--- src/hw/timer_ccv_pkg.sv ---
/*
 * constants for the capture/compare value and burst window register block.
 * assumes a 32-bit AXI4-Lite register bus with byte addresses.
 */
package timer_ccv_pkg;
	localparam logic [7:0] ch1_value_offset = 8'h38;
	localparam logic [7:0] ch2_value_offset = 8'h3C;
	localparam logic [7:0] ch3_value_offset = 8'h40;
	localparam logic [7:0] burst_config_offset = 8'h48;
	localparam logic [7:0] burst_window_offset = 8'h4C;
	localparam logic [7:0] misc_config_offset = 8'hFC;
	localparam logic [7:0] channel_mode_offset = 8'hF0;
	localparam logic [31:0] reg_reset_value = 32'h0000_0000;
	localparam int burst_count_lsb = 8;
	localparam int burst_start_lsb = 0;
	localparam int equal_ignore_bit = 1;
	localparam int shadow_enable_lsb = 8;
	localparam logic [4:0] burst_count_max = 5'h11;
	localparam logic [1:0] axi_resp_okay = 2'h0;
	localparam logic [1:0] axi_resp_slverr = 2'h2;
	typedef enum logic [2:0] {
		wr_idle_type = 3'b001,
		wr_resp_type = 3'b010,
		wr_hold_type = 3'b100
	} write_state_type;
endpackage

--- src/hw/timer_ccv_regs.sv ---
/*
 * AXI4-Lite register block for three capture/compare channels, the burst
 * configuration and window, and the equal-write ignore option.
 * assumes the counter, capture and update logic lie outside and give pulses.
 */
`timescale 1ns/1ns
// Behaviour
// - an input channel holds the counter value latched at its last capture and is read-only.
// - an output channel's compare value, loaded from its value, is the one compared against the counter.
// - with shadowing on, a written compare value goes active only at an update event.
// - a burst makes count plus one accesses, with the count kept between 0 and 0x11.
// - the start field selects the register reached by the first window access.
// - the window access at hardware index 1 reaches the register one word past the start.
// - each window access goes to the word at start plus a hardware index running 0 to count.
// - with the ignore bit set, a value write equal to the stored value is dropped.
// - a channel with nonzero capture source selection ignores software value writes.
module timer_ccv_regs (
	// clock and reset
	input wire logic clk,
	input wire logic reset_n,
	// axi write address and data
	input wire logic [7:0] s_axi_awaddr,
	input wire logic s_axi_awvalid,
	output logic s_axi_awready,
	input wire logic [31:0] s_axi_wdata,
	input wire logic [3:0] s_axi_wstrb,
	input wire logic s_axi_wvalid,
	output logic s_axi_wready,
	// axi write response
	output logic [1:0] s_axi_bresp,
	output logic s_axi_bvalid,
	input wire logic s_axi_bready,
	// axi read
	input wire logic [7:0] s_axi_araddr,
	input wire logic s_axi_arvalid,
	output logic s_axi_arready,
	output logic [31:0] s_axi_rdata,
	output logic [1:0] s_axi_rresp,
	output logic s_axi_rvalid,
	input wire logic s_axi_rready,
	// timer core
	input wire logic update_event,
	input wire logic [2:0] capture_event,
	input wire logic [15:0] counter_value,
	output logic [15:0] ch1_compare_reg,
	output logic [15:0] ch2_compare_reg,
	output logic [15:0] ch3_compare_reg
);
	import timer_ccv_pkg::*;

	logic [4:0] burst_count_reg;
	logic [4:0] burst_start_index_reg;
	logic [4:0] burst_index_reg;
	logic equal_write_ignore_reg;
	logic [5:0] capture_source_select_reg;
	logic [2:0] shadow_enable_reg;
	logic [7:0] aw_addr_reg;
	logic aw_held_reg;
	logic [31:0] w_data_reg;
	logic w_held_reg;
	logic [15:0] value_bus [3];
	logic [15:0] compare_bus [3];

	// word address to byte address of a redirected window access
	function automatic logic [7:0] window_target(input logic [4:0] start, input logic [4:0] idx);
		window_target = {1'b0, 7'(start + idx)} << 2;
	endfunction

	function automatic logic [31:0] read_mux(input logic [7:0] a);
		logic [31:0] r;
		r = 32'h0000_0000;
		unique case (a)
			ch1_value_offset: r = {16'h0000, value_bus[0]};
			ch2_value_offset: r = {16'h0000, value_bus[1]};
			ch3_value_offset: r = {16'h0000, value_bus[2]};
			burst_config_offset: r = {19'h0, burst_count_reg, 3'h0, burst_start_index_reg};
			misc_config_offset: r = {30'h0, equal_write_ignore_reg, 1'b0};
			channel_mode_offset: r = {21'h0, shadow_enable_reg, 2'h0, capture_source_select_reg};
			default: r = 32'h0000_0000;
		endcase
		read_mux = r;
	endfunction

	function automatic logic is_mapped(input logic [7:0] a);
		is_mapped = (a == ch1_value_offset) || (a == ch2_value_offset) ||
			(a == ch3_value_offset) || (a == burst_config_offset) ||
			(a == burst_window_offset) || (a == misc_config_offset) ||
			(a == channel_mode_offset);
	endfunction

	// write path: address and data held until both are present
	wire [7:0] aw_addr = aw_held_reg ? aw_addr_reg : s_axi_awaddr;
	wire [31:0] w_data = w_held_reg ? w_data_reg : s_axi_wdata;
	wire aw_have = aw_held_reg || (s_axi_awvalid && s_axi_awready);
	wire w_have = w_held_reg || (s_axi_wvalid && s_axi_wready);
	wire write_fire = aw_have && w_have && !s_axi_bvalid;
	wire read_fire = s_axi_arvalid && s_axi_arready;
	wire write_window = (aw_addr[7:2] == burst_window_offset[7:2]);
	wire read_window = (s_axi_araddr[7:2] == burst_window_offset[7:2]);
	wire [7:0] window_addr = window_target(burst_start_index_reg, burst_index_reg);
	wire [7:0] write_addr = write_window ? window_addr : {aw_addr[7:2], 2'b00};
	wire [7:0] read_addr = read_window ? window_addr : {s_axi_araddr[7:2], 2'b00};
	// window into itself maps to nothing rather than recursing
	wire write_ok = is_mapped(write_addr) && (write_addr != burst_window_offset);
	wire read_ok = is_mapped(read_addr) && (read_addr != burst_window_offset);
	// both channels may touch the window at once; each is one burst step
	wire [1:0] window_steps = {1'b0, write_fire && write_window} +
		{1'b0, read_fire && read_window};
	wire [4:0] burst_index_next;
	assign burst_index_next = (window_steps == 2'd0) ? burst_index_reg :
		(burst_index_reg >= burst_count_reg) ? 5'h00 :
		(burst_index_reg + 5'(window_steps) > burst_count_reg) ? 5'h00 :
		burst_index_reg + 5'(window_steps);

	wire [2:0] ch_hit;
	wire [2:0] ch_write;
	wire [2:0] input_mode;
	genvar g;
	generate
		for (g = 0; g < 3; g++) begin : chan
			assign input_mode[g] = capture_source_select_reg[2*g +: 2] != 2'h0;
			assign ch_hit[g] = write_fire && write_ok &&
				(write_addr == ch1_value_offset + 8'(4 * g));
			// equal data is dropped when asked to
			assign ch_write[g] = ch_hit[g] &&
				!(equal_write_ignore_reg && w_data[15:0] == value_bus[g]);
			ccv_channel channel (
				.clk(clk),
				.reset_n(reset_n),
				.input_mode(input_mode[g]),
				.shadow_enable(shadow_enable_reg[g]),
				.update_event(update_event),
				.capture_event(capture_event[g]),
				.counter_value(counter_value),
				.write_strobe(ch_write[g]),
				.write_value(w_data[15:0]),
				.value_reg(value_bus[g]),
				.compare_reg(compare_bus[g])
			);
		end
	endgenerate

	always_ff @(posedge clk or negedge reset_n) begin
		if (!reset_n) begin
			ch1_compare_reg <= reg_reset_value[15:0];
			ch2_compare_reg <= reg_reset_value[15:0];
			ch3_compare_reg <= reg_reset_value[15:0];
		end else begin
			ch1_compare_reg <= compare_bus[0];
			ch2_compare_reg <= compare_bus[1];
			ch3_compare_reg <= compare_bus[2];
		end
	end

	// axi handshake registers
	always_ff @(posedge clk or negedge reset_n) begin
		if (!reset_n) begin
			s_axi_awready <= 1'b0;
			s_axi_wready <= 1'b0;
			aw_held_reg <= 1'b0;
			w_held_reg <= 1'b0;
			aw_addr_reg <= 8'h00;
			w_data_reg <= 32'h0000_0000;
			s_axi_bvalid <= 1'b0;
			s_axi_bresp <= axi_resp_okay;
		end else begin
			s_axi_awready <= !aw_have && !s_axi_bvalid && !(s_axi_awvalid && s_axi_awready);
			s_axi_wready <= !w_have && !s_axi_bvalid && !(s_axi_wvalid && s_axi_wready);
			if (s_axi_awvalid && s_axi_awready) begin
				aw_addr_reg <= s_axi_awaddr;
			end
			if (s_axi_wvalid && s_axi_wready) begin
				w_data_reg <= s_axi_wdata;
			end
			aw_held_reg <= aw_have && !write_fire;
			w_held_reg <= w_have && !write_fire;
			if (write_fire) begin
				s_axi_bvalid <= 1'b1;
				s_axi_bresp <= write_ok ? axi_resp_okay : axi_resp_slverr;
			end else if (s_axi_bready) begin
				s_axi_bvalid <= 1'b0;
			end
		end
	end

	always_ff @(posedge clk or negedge reset_n) begin
		if (!reset_n) begin
			s_axi_arready <= 1'b0;
			s_axi_rvalid <= 1'b0;
			s_axi_rdata <= reg_reset_value;
			s_axi_rresp <= axi_resp_okay;
		end else begin
			s_axi_arready <= !s_axi_rvalid && !read_fire;
			if (read_fire) begin
				s_axi_rvalid <= 1'b1;
				s_axi_rdata <= read_mux(read_addr);
				s_axi_rresp <= read_ok ? axi_resp_okay : axi_resp_slverr;
			end else if (s_axi_rready) begin
				s_axi_rvalid <= 1'b0;
			end
		end
	end

	// configuration registers; counts above the limit are clipped to it
	wire cfg_write = write_fire && write_ok && write_addr == burst_config_offset;
	wire [4:0] count_field = w_data[burst_count_lsb +: 5];
	always_ff @(posedge clk or negedge reset_n) begin
		if (!reset_n) begin
			burst_count_reg <= reg_reset_value[4:0];
			burst_start_index_reg <= reg_reset_value[4:0];
			burst_index_reg <= reg_reset_value[4:0];
			equal_write_ignore_reg <= reg_reset_value[0];
			capture_source_select_reg <= reg_reset_value[5:0];
			shadow_enable_reg <= reg_reset_value[2:0];
		end else begin
			burst_index_reg <= cfg_write ? 5'h00 : burst_index_next;
			if (cfg_write) begin
				burst_count_reg <= (count_field > burst_count_max) ?
					burst_count_max : count_field;
				burst_start_index_reg <= w_data[burst_start_lsb +: 5];
			end
			if (write_fire && write_ok && write_addr == misc_config_offset) begin
				equal_write_ignore_reg <= w_data[equal_ignore_bit];
			end
			if (write_fire && write_ok && write_addr == channel_mode_offset) begin
				capture_source_select_reg <= w_data[5:0];
				shadow_enable_reg <= w_data[shadow_enable_lsb +: 3];
			end
		end
	end
endmodule

--- src/hw/ccv_channel.sv ---
/*
 * one capture/compare channel: preload value, active compare value, capture.
 * assumes capture and update strobes are one-cycle pulses in the clk domain.
 */
`timescale 1ns/1ns
module ccv_channel (
	// clock and reset
	input wire logic clk,
	input wire logic reset_n,
	// control
	input wire logic input_mode,
	input wire logic shadow_enable,
	input wire logic update_event,
	input wire logic capture_event,
	input wire logic [15:0] counter_value,
	// software write
	input wire logic write_strobe,
	input wire logic [15:0] write_value,
	// results
	output logic [15:0] value_reg,
	output logic [15:0] compare_reg
);
	import timer_ccv_pkg::*;
	logic [15:0] value_next;
	logic [15:0] compare_next;
	wire sw_write = write_strobe && !input_mode;

	assign value_next = (input_mode && capture_event) ? counter_value :
		sw_write ? write_value : value_reg;
	// without shadowing the compare value follows every write at once
	assign compare_next = input_mode ? compare_reg :
		(!shadow_enable || update_event) ? value_next : compare_reg;

	always_ff @(posedge clk or negedge reset_n) begin
		if (!reset_n) begin
			value_reg <= reg_reset_value[15:0];
			compare_reg <= reg_reset_value[15:0];
		end else begin
			value_reg <= value_next;
			compare_reg <= compare_next;
		end
	end
endmodule

--- config.mk ---
export PLATFORM = sky130hd
export DESIGN_NAME = timer_ccv_regs
export DESIGN_NICKNAME = d
export VERILOG_FILES = /design/src/hw/timer_ccv_pkg.sv /design/src/hw/timer_ccv_regs.sv /design/src/hw/ccv_channel.sv
export SDC_FILE = /design/constraint.sdc
export NUM_CORES = 1
export LEC_CHECK = 0
export BUFFER_PORTS_ARGS = -buffer_cell sky130_fd_sc_hd__buf_2
export CORE_MARGIN = 4
export CORE_UTILIZATION = 40
export DETAILED_ROUTE_END_ITERATION = 16
export PLACE_DENSITY_LB_ADDON = 0.05
export RECOVER_POWER = 100
export SLEW_MARGIN = 20
export SYNTH_ARGS = -nofsm -noshare
export SYNTH_HDL_FRONTEND = slang
export SYNTH_SLANG_ARGS = --single-unit
--- constraint.sdc ---
create_clock -name clk -period 4.35 [get_ports clk]
set_clock_uncertainty 0.15 [all_clocks]
set_input_delay 0.87 -clock clk [delete_from_list [all_inputs] [get_ports clk]]
set_output_delay 0.87 -clock clk [all_outputs]
set_load 0.005 [all_outputs]
# ---- Word-level counts from Yosys, hierarchy flattened
# Cells that the tools add are included.
dict set report word_totals {
  register_bits 236
  inputBits 79
  out_inout_bits 89
  wordCells 158
}
dict set report classes {
  n_addsub 3
  n_lt_le_gt_ge 3
  eq_ne 22
  mux 22
  bitwise_logic 3
  reduce_logical 78
}
# cell n
set op_table {}
lappend op_table {{$mux W16} 7}
lappend op_table {{$pmux W16 S6} 1}
lappend op_table {{$eq A16 B16 Y1} 3}
lappend op_table {{$eq A8 B7 Y1 const B} 6}
lappend op_table {{$logic_and A1 B1 Y1} 35}
lappend op_table {{$eq A8 B6 Y1 const B} 4}
lappend op_table {{$eq A8 B8 Y1 const B} 4}
lappend op_table {{$mux W5} 5}
lappend op_table {{$mux W8} 3}
lappend op_table {{$logic_not A1 Y1} 17}
lappend op_table {{$logic_or A1 B1 Y1} 17}
lappend op_table {{$ne A8 B7 Y1 const B} 2}
lappend op_table {{$eq A6 B5 Y1 const B} 2}
lappend op_table {{$reduce_bool A2 Y1} 5}
lappend op_table {{$add A5 B5 Y6} 1}
lappend op_table {{$reduce_and A2 Y1} 3}
lappend op_table {{$add A5 B2 Y5} 1}
lappend op_table {{$ge A5 B5 Y1} 1}
lappend op_table {{$gt A5 B5 Y1} 1}
lappend op_table {{$gt A5 B5 Y1 const B} 1}
lappend op_table {{$mux W1} 4}
lappend op_table {{$mux W2} 2}
lappend op_table {{$not A1 Y1} 3}
lappend op_table {{$add A1 B1 Y2} 1}
lappend op_table {{2 further kinds} 2}

# ---- Logic depth before layout (Yosys ltp)
dict set report logic_depth {
  ltp_word 17
  depth_mapped 17
  depth_no_buf 16
}

# ---- Hierarchy
# From an unflattened synthesis, not the netlist that was laid out.
dict set report hier_totals {
  cells_unflattened 967
  hier_area_um2 11437.2
}
# module n_inst cells_per_inst area_each_um2 seq_area_each_um2
set modules_own_cells {}
lappend modules_own_cells {timer_ccv_regs 1 598 6553.8 3002.9}
lappend modules_own_cells {ccv_channel 3 123 1627.8 800.8}

# ---- Worst setup path after synthesis
# No wires, ideal clock.
dict set report synth_path {
  path_kind {input port to flip-flop}
  from {input s_axi_araddr[4]}
  to {register burst_index_reg[0]}
  setup_time_ps 77
  arrival_ps 4157
  t_required_ps 4123
  path_slack_ps -35
  path_stages 17
  n_path_buf 1
  path_cell_list {or4b_1 > buf_1 > nor2_1 > nand3_1 > inv_1 > ha_1 > ha_1 > fa_1 > xnor2_1 > inv_1 > ha_1 > o21a_1 > o21a_1 > o21ai_0 > a22oi_1 > o31a_1 > a21oi_1}
}
dict set report synth_between {
  elab_chain_len 9
}
# element line_no
set synth_lines {}
lappend synth_lines {{start, declared} timer_ccv_regs.sv:34} ;# input wire logic [7:0] s_axi_araddr,
lappend synth_lines {{$eq A6 B5 Y1 (*)} timer_ccv_regs.sv:99} ;# wire read_window = (s_axi_araddr[7:2] == burst_window_offset[7:2]);
lappend synth_lines {{$logic_and A1 B1 Y1 (*)} timer_ccv_regs.sv:108} ;# {1'b0, read_fire && read_window};
lappend synth_lines {{$add A1 B1 Y2 (*)} timer_ccv_regs.sv:107} ;# wire [1:0] window_steps = {1'b0, write_fire && write_window} +
lappend synth_lines {{$add A5 B2 Y5} {timer_ccv_regs.sv:112, timer_ccv_regs.sv:113}}
lappend synth_lines {{$gt A5 B5 Y1} timer_ccv_regs.sv:112} ;# (burst_index_reg + 5'(window_steps) > burst_count_reg) ? 5'h00 :
lappend synth_lines {{$mux W5} timer_ccv_regs.sv:112}
lappend synth_lines {{$mux W5} timer_ccv_regs.sv:111} ;# (burst_index_reg >= burst_count_reg) ? 5'h00 :
lappend synth_lines {{$mux W5} timer_ccv_regs.sv:110} ;# assign burst_index_next = (window_steps == 2'd0) ? burst_index_reg :
lappend synth_lines {{$mux W5} timer_ccv_regs.sv:216} ;# burst_index_reg <= cfg_write ? 5'h00 : burst_index_next;
lappend synth_lines {{end signal, assigned} timer_ccv_regs.sv:211} ;# burst_index_reg <= reg_reset_value[4:0];
lappend synth_lines {{end signal, assigned} timer_ccv_regs.sv:216}
lappend synth_lines {{end, declared} timer_ccv_regs.sv:53} ;# logic [4:0] burst_index_reg;
# Mark *: on every way between the ends. The rest lies on a longest branch, timed or not. The select of a mux whose other input is x is not followed.
# A chain may end at the register's enable or synchronous reset.

# ---- Final worst setup path
dict set report layout_path {
  from {register burst_start_index_reg[0]}
  to {register chan[0].channel.compare_reg[11]}
}
dict set report layout_between {
  elab_chain_len 16
}
# element line_no
set layout_lines {}
lappend layout_lines {{start, declared} timer_ccv_regs.sv:52} ;# logic [4:0] burst_start_index_reg;
lappend layout_lines {{start signal, assigned} timer_ccv_regs.sv:210} ;# burst_start_index_reg <= reg_reset_value[4:0];
lappend layout_lines {{start signal, assigned} timer_ccv_regs.sv:220} ;# burst_start_index_reg <= w_data[burst_start_lsb +: 5];
lappend layout_lines {{$add A5 B5 Y6 (*)} timer_ccv_regs.sv:66} ;# window_target = {1'b0, 7'(start + idx)} << 2;
lappend layout_lines {{$mux W8 (*)} timer_ccv_regs.sv:101} ;# wire [7:0] write_addr = write_window ? window_addr : {aw_addr[7:2], 2'b00};
lappend layout_lines {{$eq A8 B6 Y1 (on tied branches)} {timer_ccv_regs.sv:85, timer_ccv_regs.sv:123}}
lappend layout_lines {{$logic_or A1 B1 Y1 (2 in a row)} timer_ccv_regs.sv:85} ;# is_mapped = (a == ch1_value_offset) || (a == ch2_value_offset) ||
lappend layout_lines {{$logic_or A1 B1 Y1 (2 in a row)} timer_ccv_regs.sv:86} ;# (a == ch3_value_offset) || (a == burst_config_offset) ||
lappend layout_lines {{$logic_or A1 B1 Y1 (2 in a row)} timer_ccv_regs.sv:87} ;# (a == burst_window_offset) || (a == misc_config_offset) ||
lappend layout_lines {{$logic_and A1 B1 Y1} timer_ccv_regs.sv:104} ;# wire write_ok = is_mapped(write_addr) && (write_addr != burst_window_offset);
lappend layout_lines {{$logic_and A1 B1 Y1} timer_ccv_regs.sv:122} ;# assign ch_hit[g] = write_fire && write_ok &&
lappend layout_lines {{$logic_and A1 B1 Y1 (*)} timer_ccv_regs.sv:122}
lappend layout_lines {{$logic_and A1 B1 Y1 (*)} timer_ccv_regs.sv:125} ;# assign ch_write[g] = ch_hit[g] &&
lappend layout_lines {{$logic_and A1 B1 Y1 (*)} ccv_channel.sv:26} ;# wire sw_write = write_strobe && !input_mode;
lappend layout_lines {{$mux W16 (*)} ccv_channel.sv:29} ;# sw_write ? write_value : value_reg;
lappend layout_lines {{$mux W16 (*)} ccv_channel.sv:28} ;# assign value_next = (input_mode && capture_event) ? counter_value :
lappend layout_lines {{end signal, assigned} ccv_channel.sv:37} ;# compare_reg <= reg_reset_value[15:0];
lappend layout_lines {{end signal, assigned} ccv_channel.sv:40} ;# compare_reg <= compare_next;
lappend layout_lines {{end, declared} ccv_channel.sv:21} ;# output logic [15:0] compare_reg
# Mark *: on every way between the ends. The rest lies on a longest branch, timed or not.

==> flow_summary_export.csv <==
group,metric,value,unit
worst_hold_path,worstHoldStart,"chan[1].channel.compare_reg[13]",
layout,area_growth,16.75,%
critical_path,cp.required,4.62,ns
timing,post-route-min-period,4.014,ns
layout,drive_above_1_share,22.28,%
timing,setup_tns,0,ns
yosys,avgSynthCellArea,10.34,sq um
clock_network,cts_sinks,216,
clock_network,numCtsBuffers,26,
critical_path,rr_endpoint,"chan[0].channel.compare_reg[11]",
timing,hold_viol,0,
drt,drcViolationCount,0,
clock_network,cts-root-buf,"clkbuf_16",
layout,stdcell_count,1630,
global_route,grt_max_degree,109,
drt,via_per_inst,5.707,
critical_path,critical_path.top_delay_family,"simple AND/OR/NAND/NOR gates",
worst_hold_path,worst_hold_path_type,"reg -> reg",
yosys,yosys.area.top_type,"dfrtp_1",
critical_path,r2r-start,"burst_start_index_reg[0]",
critical_path,crit_path_start_kind,"register",
drt,ant_nets,0,
yosys,yosys-top-cells-area,"dfrtp_1 47%, nand2_1 5.9%, mux2_2 4.6%, o211ai_1 4.4%, xnor2_1 3.6%",
placed_design,gp_congestion,0.8998,
yosys,synth_area,11390,sq um
critical_path,cp_slowest_cell,"or4_2",
critical_path,critPathMaxFanout,32,
timing,rsz0062_at_grt,"false",
global_route,grt_pass1_vias,9173,
drt,vias,9303,
die,start_util,40.77,%
clock_network,post_cts_buffers,0,
flow_run,cap_violations,1,
worst_hold_path,hold_path_end,"ch2_compare_reg[13]",
die,num_io_pins,168,
critical_path,critPathMaxStageDelay,0.92,ns
global_route,grt_overflow_total,0,
pwr,p_leak,5.673,nW
timing,tightest_slew,2.953,ns
yosys,synth-edff-count,0,
drt,drtPass1Iterations,5,
pwr,power,0.008764,W
timing,min_period_over_period,92.28,%
clock_network,clkTransAtPathRegs,0.07,ns
clock_network,clk_latency,0.55,ns
clock_network,tritoncts,"done",
drt,drtIter0Drc,707,
timing,slew-limit-headroom,-96.87,%
critical_path,worstPathArrival,4.28,ns
yosys,synth_top_area_share,47.46,%
run_status,violations,"capacitance limit, slew limit",
yosys,netlist_instances,1101,
yosys,yosysWarnings,0,
drt,wl,37010,um
global_route,antenna_found_initial,0,
clock_network,cts-htree-levels,1,
drt,wire_per_inst,22.70,um
global_route,grtUsageTotal,23.17,%
die,dieArea,31240,sq um
layout,multi_input_area,5451,sq um
placed_design,place_inst,1585,
critical_path,end_kind,"register",
critical_path,cp.buffers_inverters,0,
global_route,grt_pass1_wl,56170,um
pwr,peakVddDrop,0.4587,mV
critical_path,ff2ff_path_depth,9,
yosys,synth_common_cells,"216 x dfrtp_1, 178 x nand2_1, 67 x o211ai_1",
yosys,synth.most_common_cell,"dfrtp_1",
layout,fin_nets,1335,
worst_hold_path,whs_path_depth,0,
critical_path,worstPathCellList,"ha_1 > fa_1 > a211oi_1 > or2_2 > xnor2_1 > o21a_1 > or4_2 > or2_4 > o311ai_0",
timing,setup_viol,0,
layout,fill_cells,2770,
timing,report.final.slew_viol_count,108,
yosys,ys_types,72,
yosys,synth_seq_area_share,47.46,%
placed_design,hpwl,26620,um
yosys,ys.flop_type,"dfrtp_1",
critical_path,reg2reg_slack,0.34,ns
critical_path,path_class,"reg -> reg",
timing,fmax,249.1,MHz
layout,diodes,0,
die,die_y,176.7,um
pwr,power.density_cell_area,659.1,nW/um^2
yosys,synth_seq_cells,216,
die,die_w,176.7,um
timing,whs,0.2231,ns
clock_network,cts_buffer_depth,3,
run_status,status,"finished with violations",
die,num_rows,61,
layout,regArea,5405,sq um
yosys,async_flop_share,100.0,%
placed_design,port_buffers,125,
die,coreArea,27930,sq um
[metrics by stage]
step           cell area, sq um  setup slack, ns  util (%)
3_3_place_gp              12590          -0.1985     45.08
2_1_floorplan             11460          0.02761         -
3_5_place_dp              12600          -0.2648     45.11
6_report                  13300           0.3357     47.60
4_1_cts                   13440           0.2711     48.13
5_1_grt                   13300          0.02762     47.60
[routing by layer]
layer | global-route usage, % | vias to the layer above | part of all wire, %
met5 | 0 | - | 0
met4 | 7.866 | 0 | 3.5
met3 | 2.692 | 64 | 5.6
met2 | 37.00 | 294 | 46
met1 | 32.93 | 4599 | 45
li1 | - | 4346 | -
[placed cells by master, fill, tap and decap left out, types with 14 or more instances in the layout]
| cell type | Yosys | final |
|---|---|---|
| nor3_1 | 14 | 14 |
| a32oi_1 | 14 | 14 |
| o21ai_0 | 44 | 40 |
| mux2_2 | 47 | 47 |
| buf_4 | 19 | 50 |
| clkbuf_1 | 56 | 44 |
| a31o_2 | 20 | 19 |
| a31oi_1 | 17 | 17 |
| xnor2_1 | 47 | 47 |
| buf_2 | 14 | 91 |
| conb_1 | 1 | 18 |
| o311ai_0 | 31 | 61 |
| mux2i_1 | 27 | 27 |
| ha_1 | 19 | 19 |
| nor4_1 | 14 | 14 |
| dfrtp_1 | 216 | 216 |
| clkbuf_16 | 0 | 26 |
| o211ai_1 | 67 | 67 |
| nand2_1 | 178 | 178 |
| a21oi_1 | 14 | 14 |
| nor2_1 | 31 | 29 |
| inv_1 | 30 | 30 |
[area by class of cell]
type | count | area share [%]
repair buffers | 183 | 7.612
clock inverters | 6 | 0.7057
multi-input cells | 778 | 41.00
flip-flops and latches | 216 | 40.65
well taps | 378 | 3.557
inverters | 30 | 0.8468
clock buffers | 39 | 5.636
[cell families (layout without fill, tap and decap cells)]
| group | Yosys count | in the layout | synth area share (%) |
|---|---|---|---|
| AO/OA/AOI/OAI | 313 | 313 | 21.63 |
| XOR/XNOR | 54 | 54 | 4.152 |
| adder cells (fa/ha/maj) | 21 | 21 | 2.439 |
| buffers and inverters | 124 | 258 | 5.064 |
| flip-flops | 216 | 216 | 47.46 |
| multiplexers | 77 | 77 | 7.382 |
| other | 1 | 18 | 0.03292 |
| AND/OR/NAND/NOR | 295 | 295 | 11.84 |
[power by group]
group          switching [W]  internal [W]  leakage (nW)
clock network       0.000867       0.00130         0.409
logic                0.00192       0.00131          2.50
registers           0.000638       0.00272          2.77
[worst max path at each step]
stage	startpoint	endpoint	cells past startpoint	slack [ns]
floorplan	s_axi_araddr[4]	burst_index_reg[0]	17	0.03
global placement	s_axi_araddr[4]	burst_index_reg[2]	17	-0.20
detailed placement	s_axi_araddr[4]	burst_index_reg[0]	17	-0.26
CTS	s_axi_araddr[4]	burst_index_reg[0]	17	0.27
global route	s_axi_araddr[4]	burst_index_reg[4]	17	0.03
finish	burst_start_index_reg[0]	chan[0].channel.compare_reg[11]	9	0.34
[what timing repair did]
action	in CTS	in global routing
setup endpoints to repair	0	5
resized for setup	0	2
hold buffers	0	0
(Power assumes the default switching activity.)
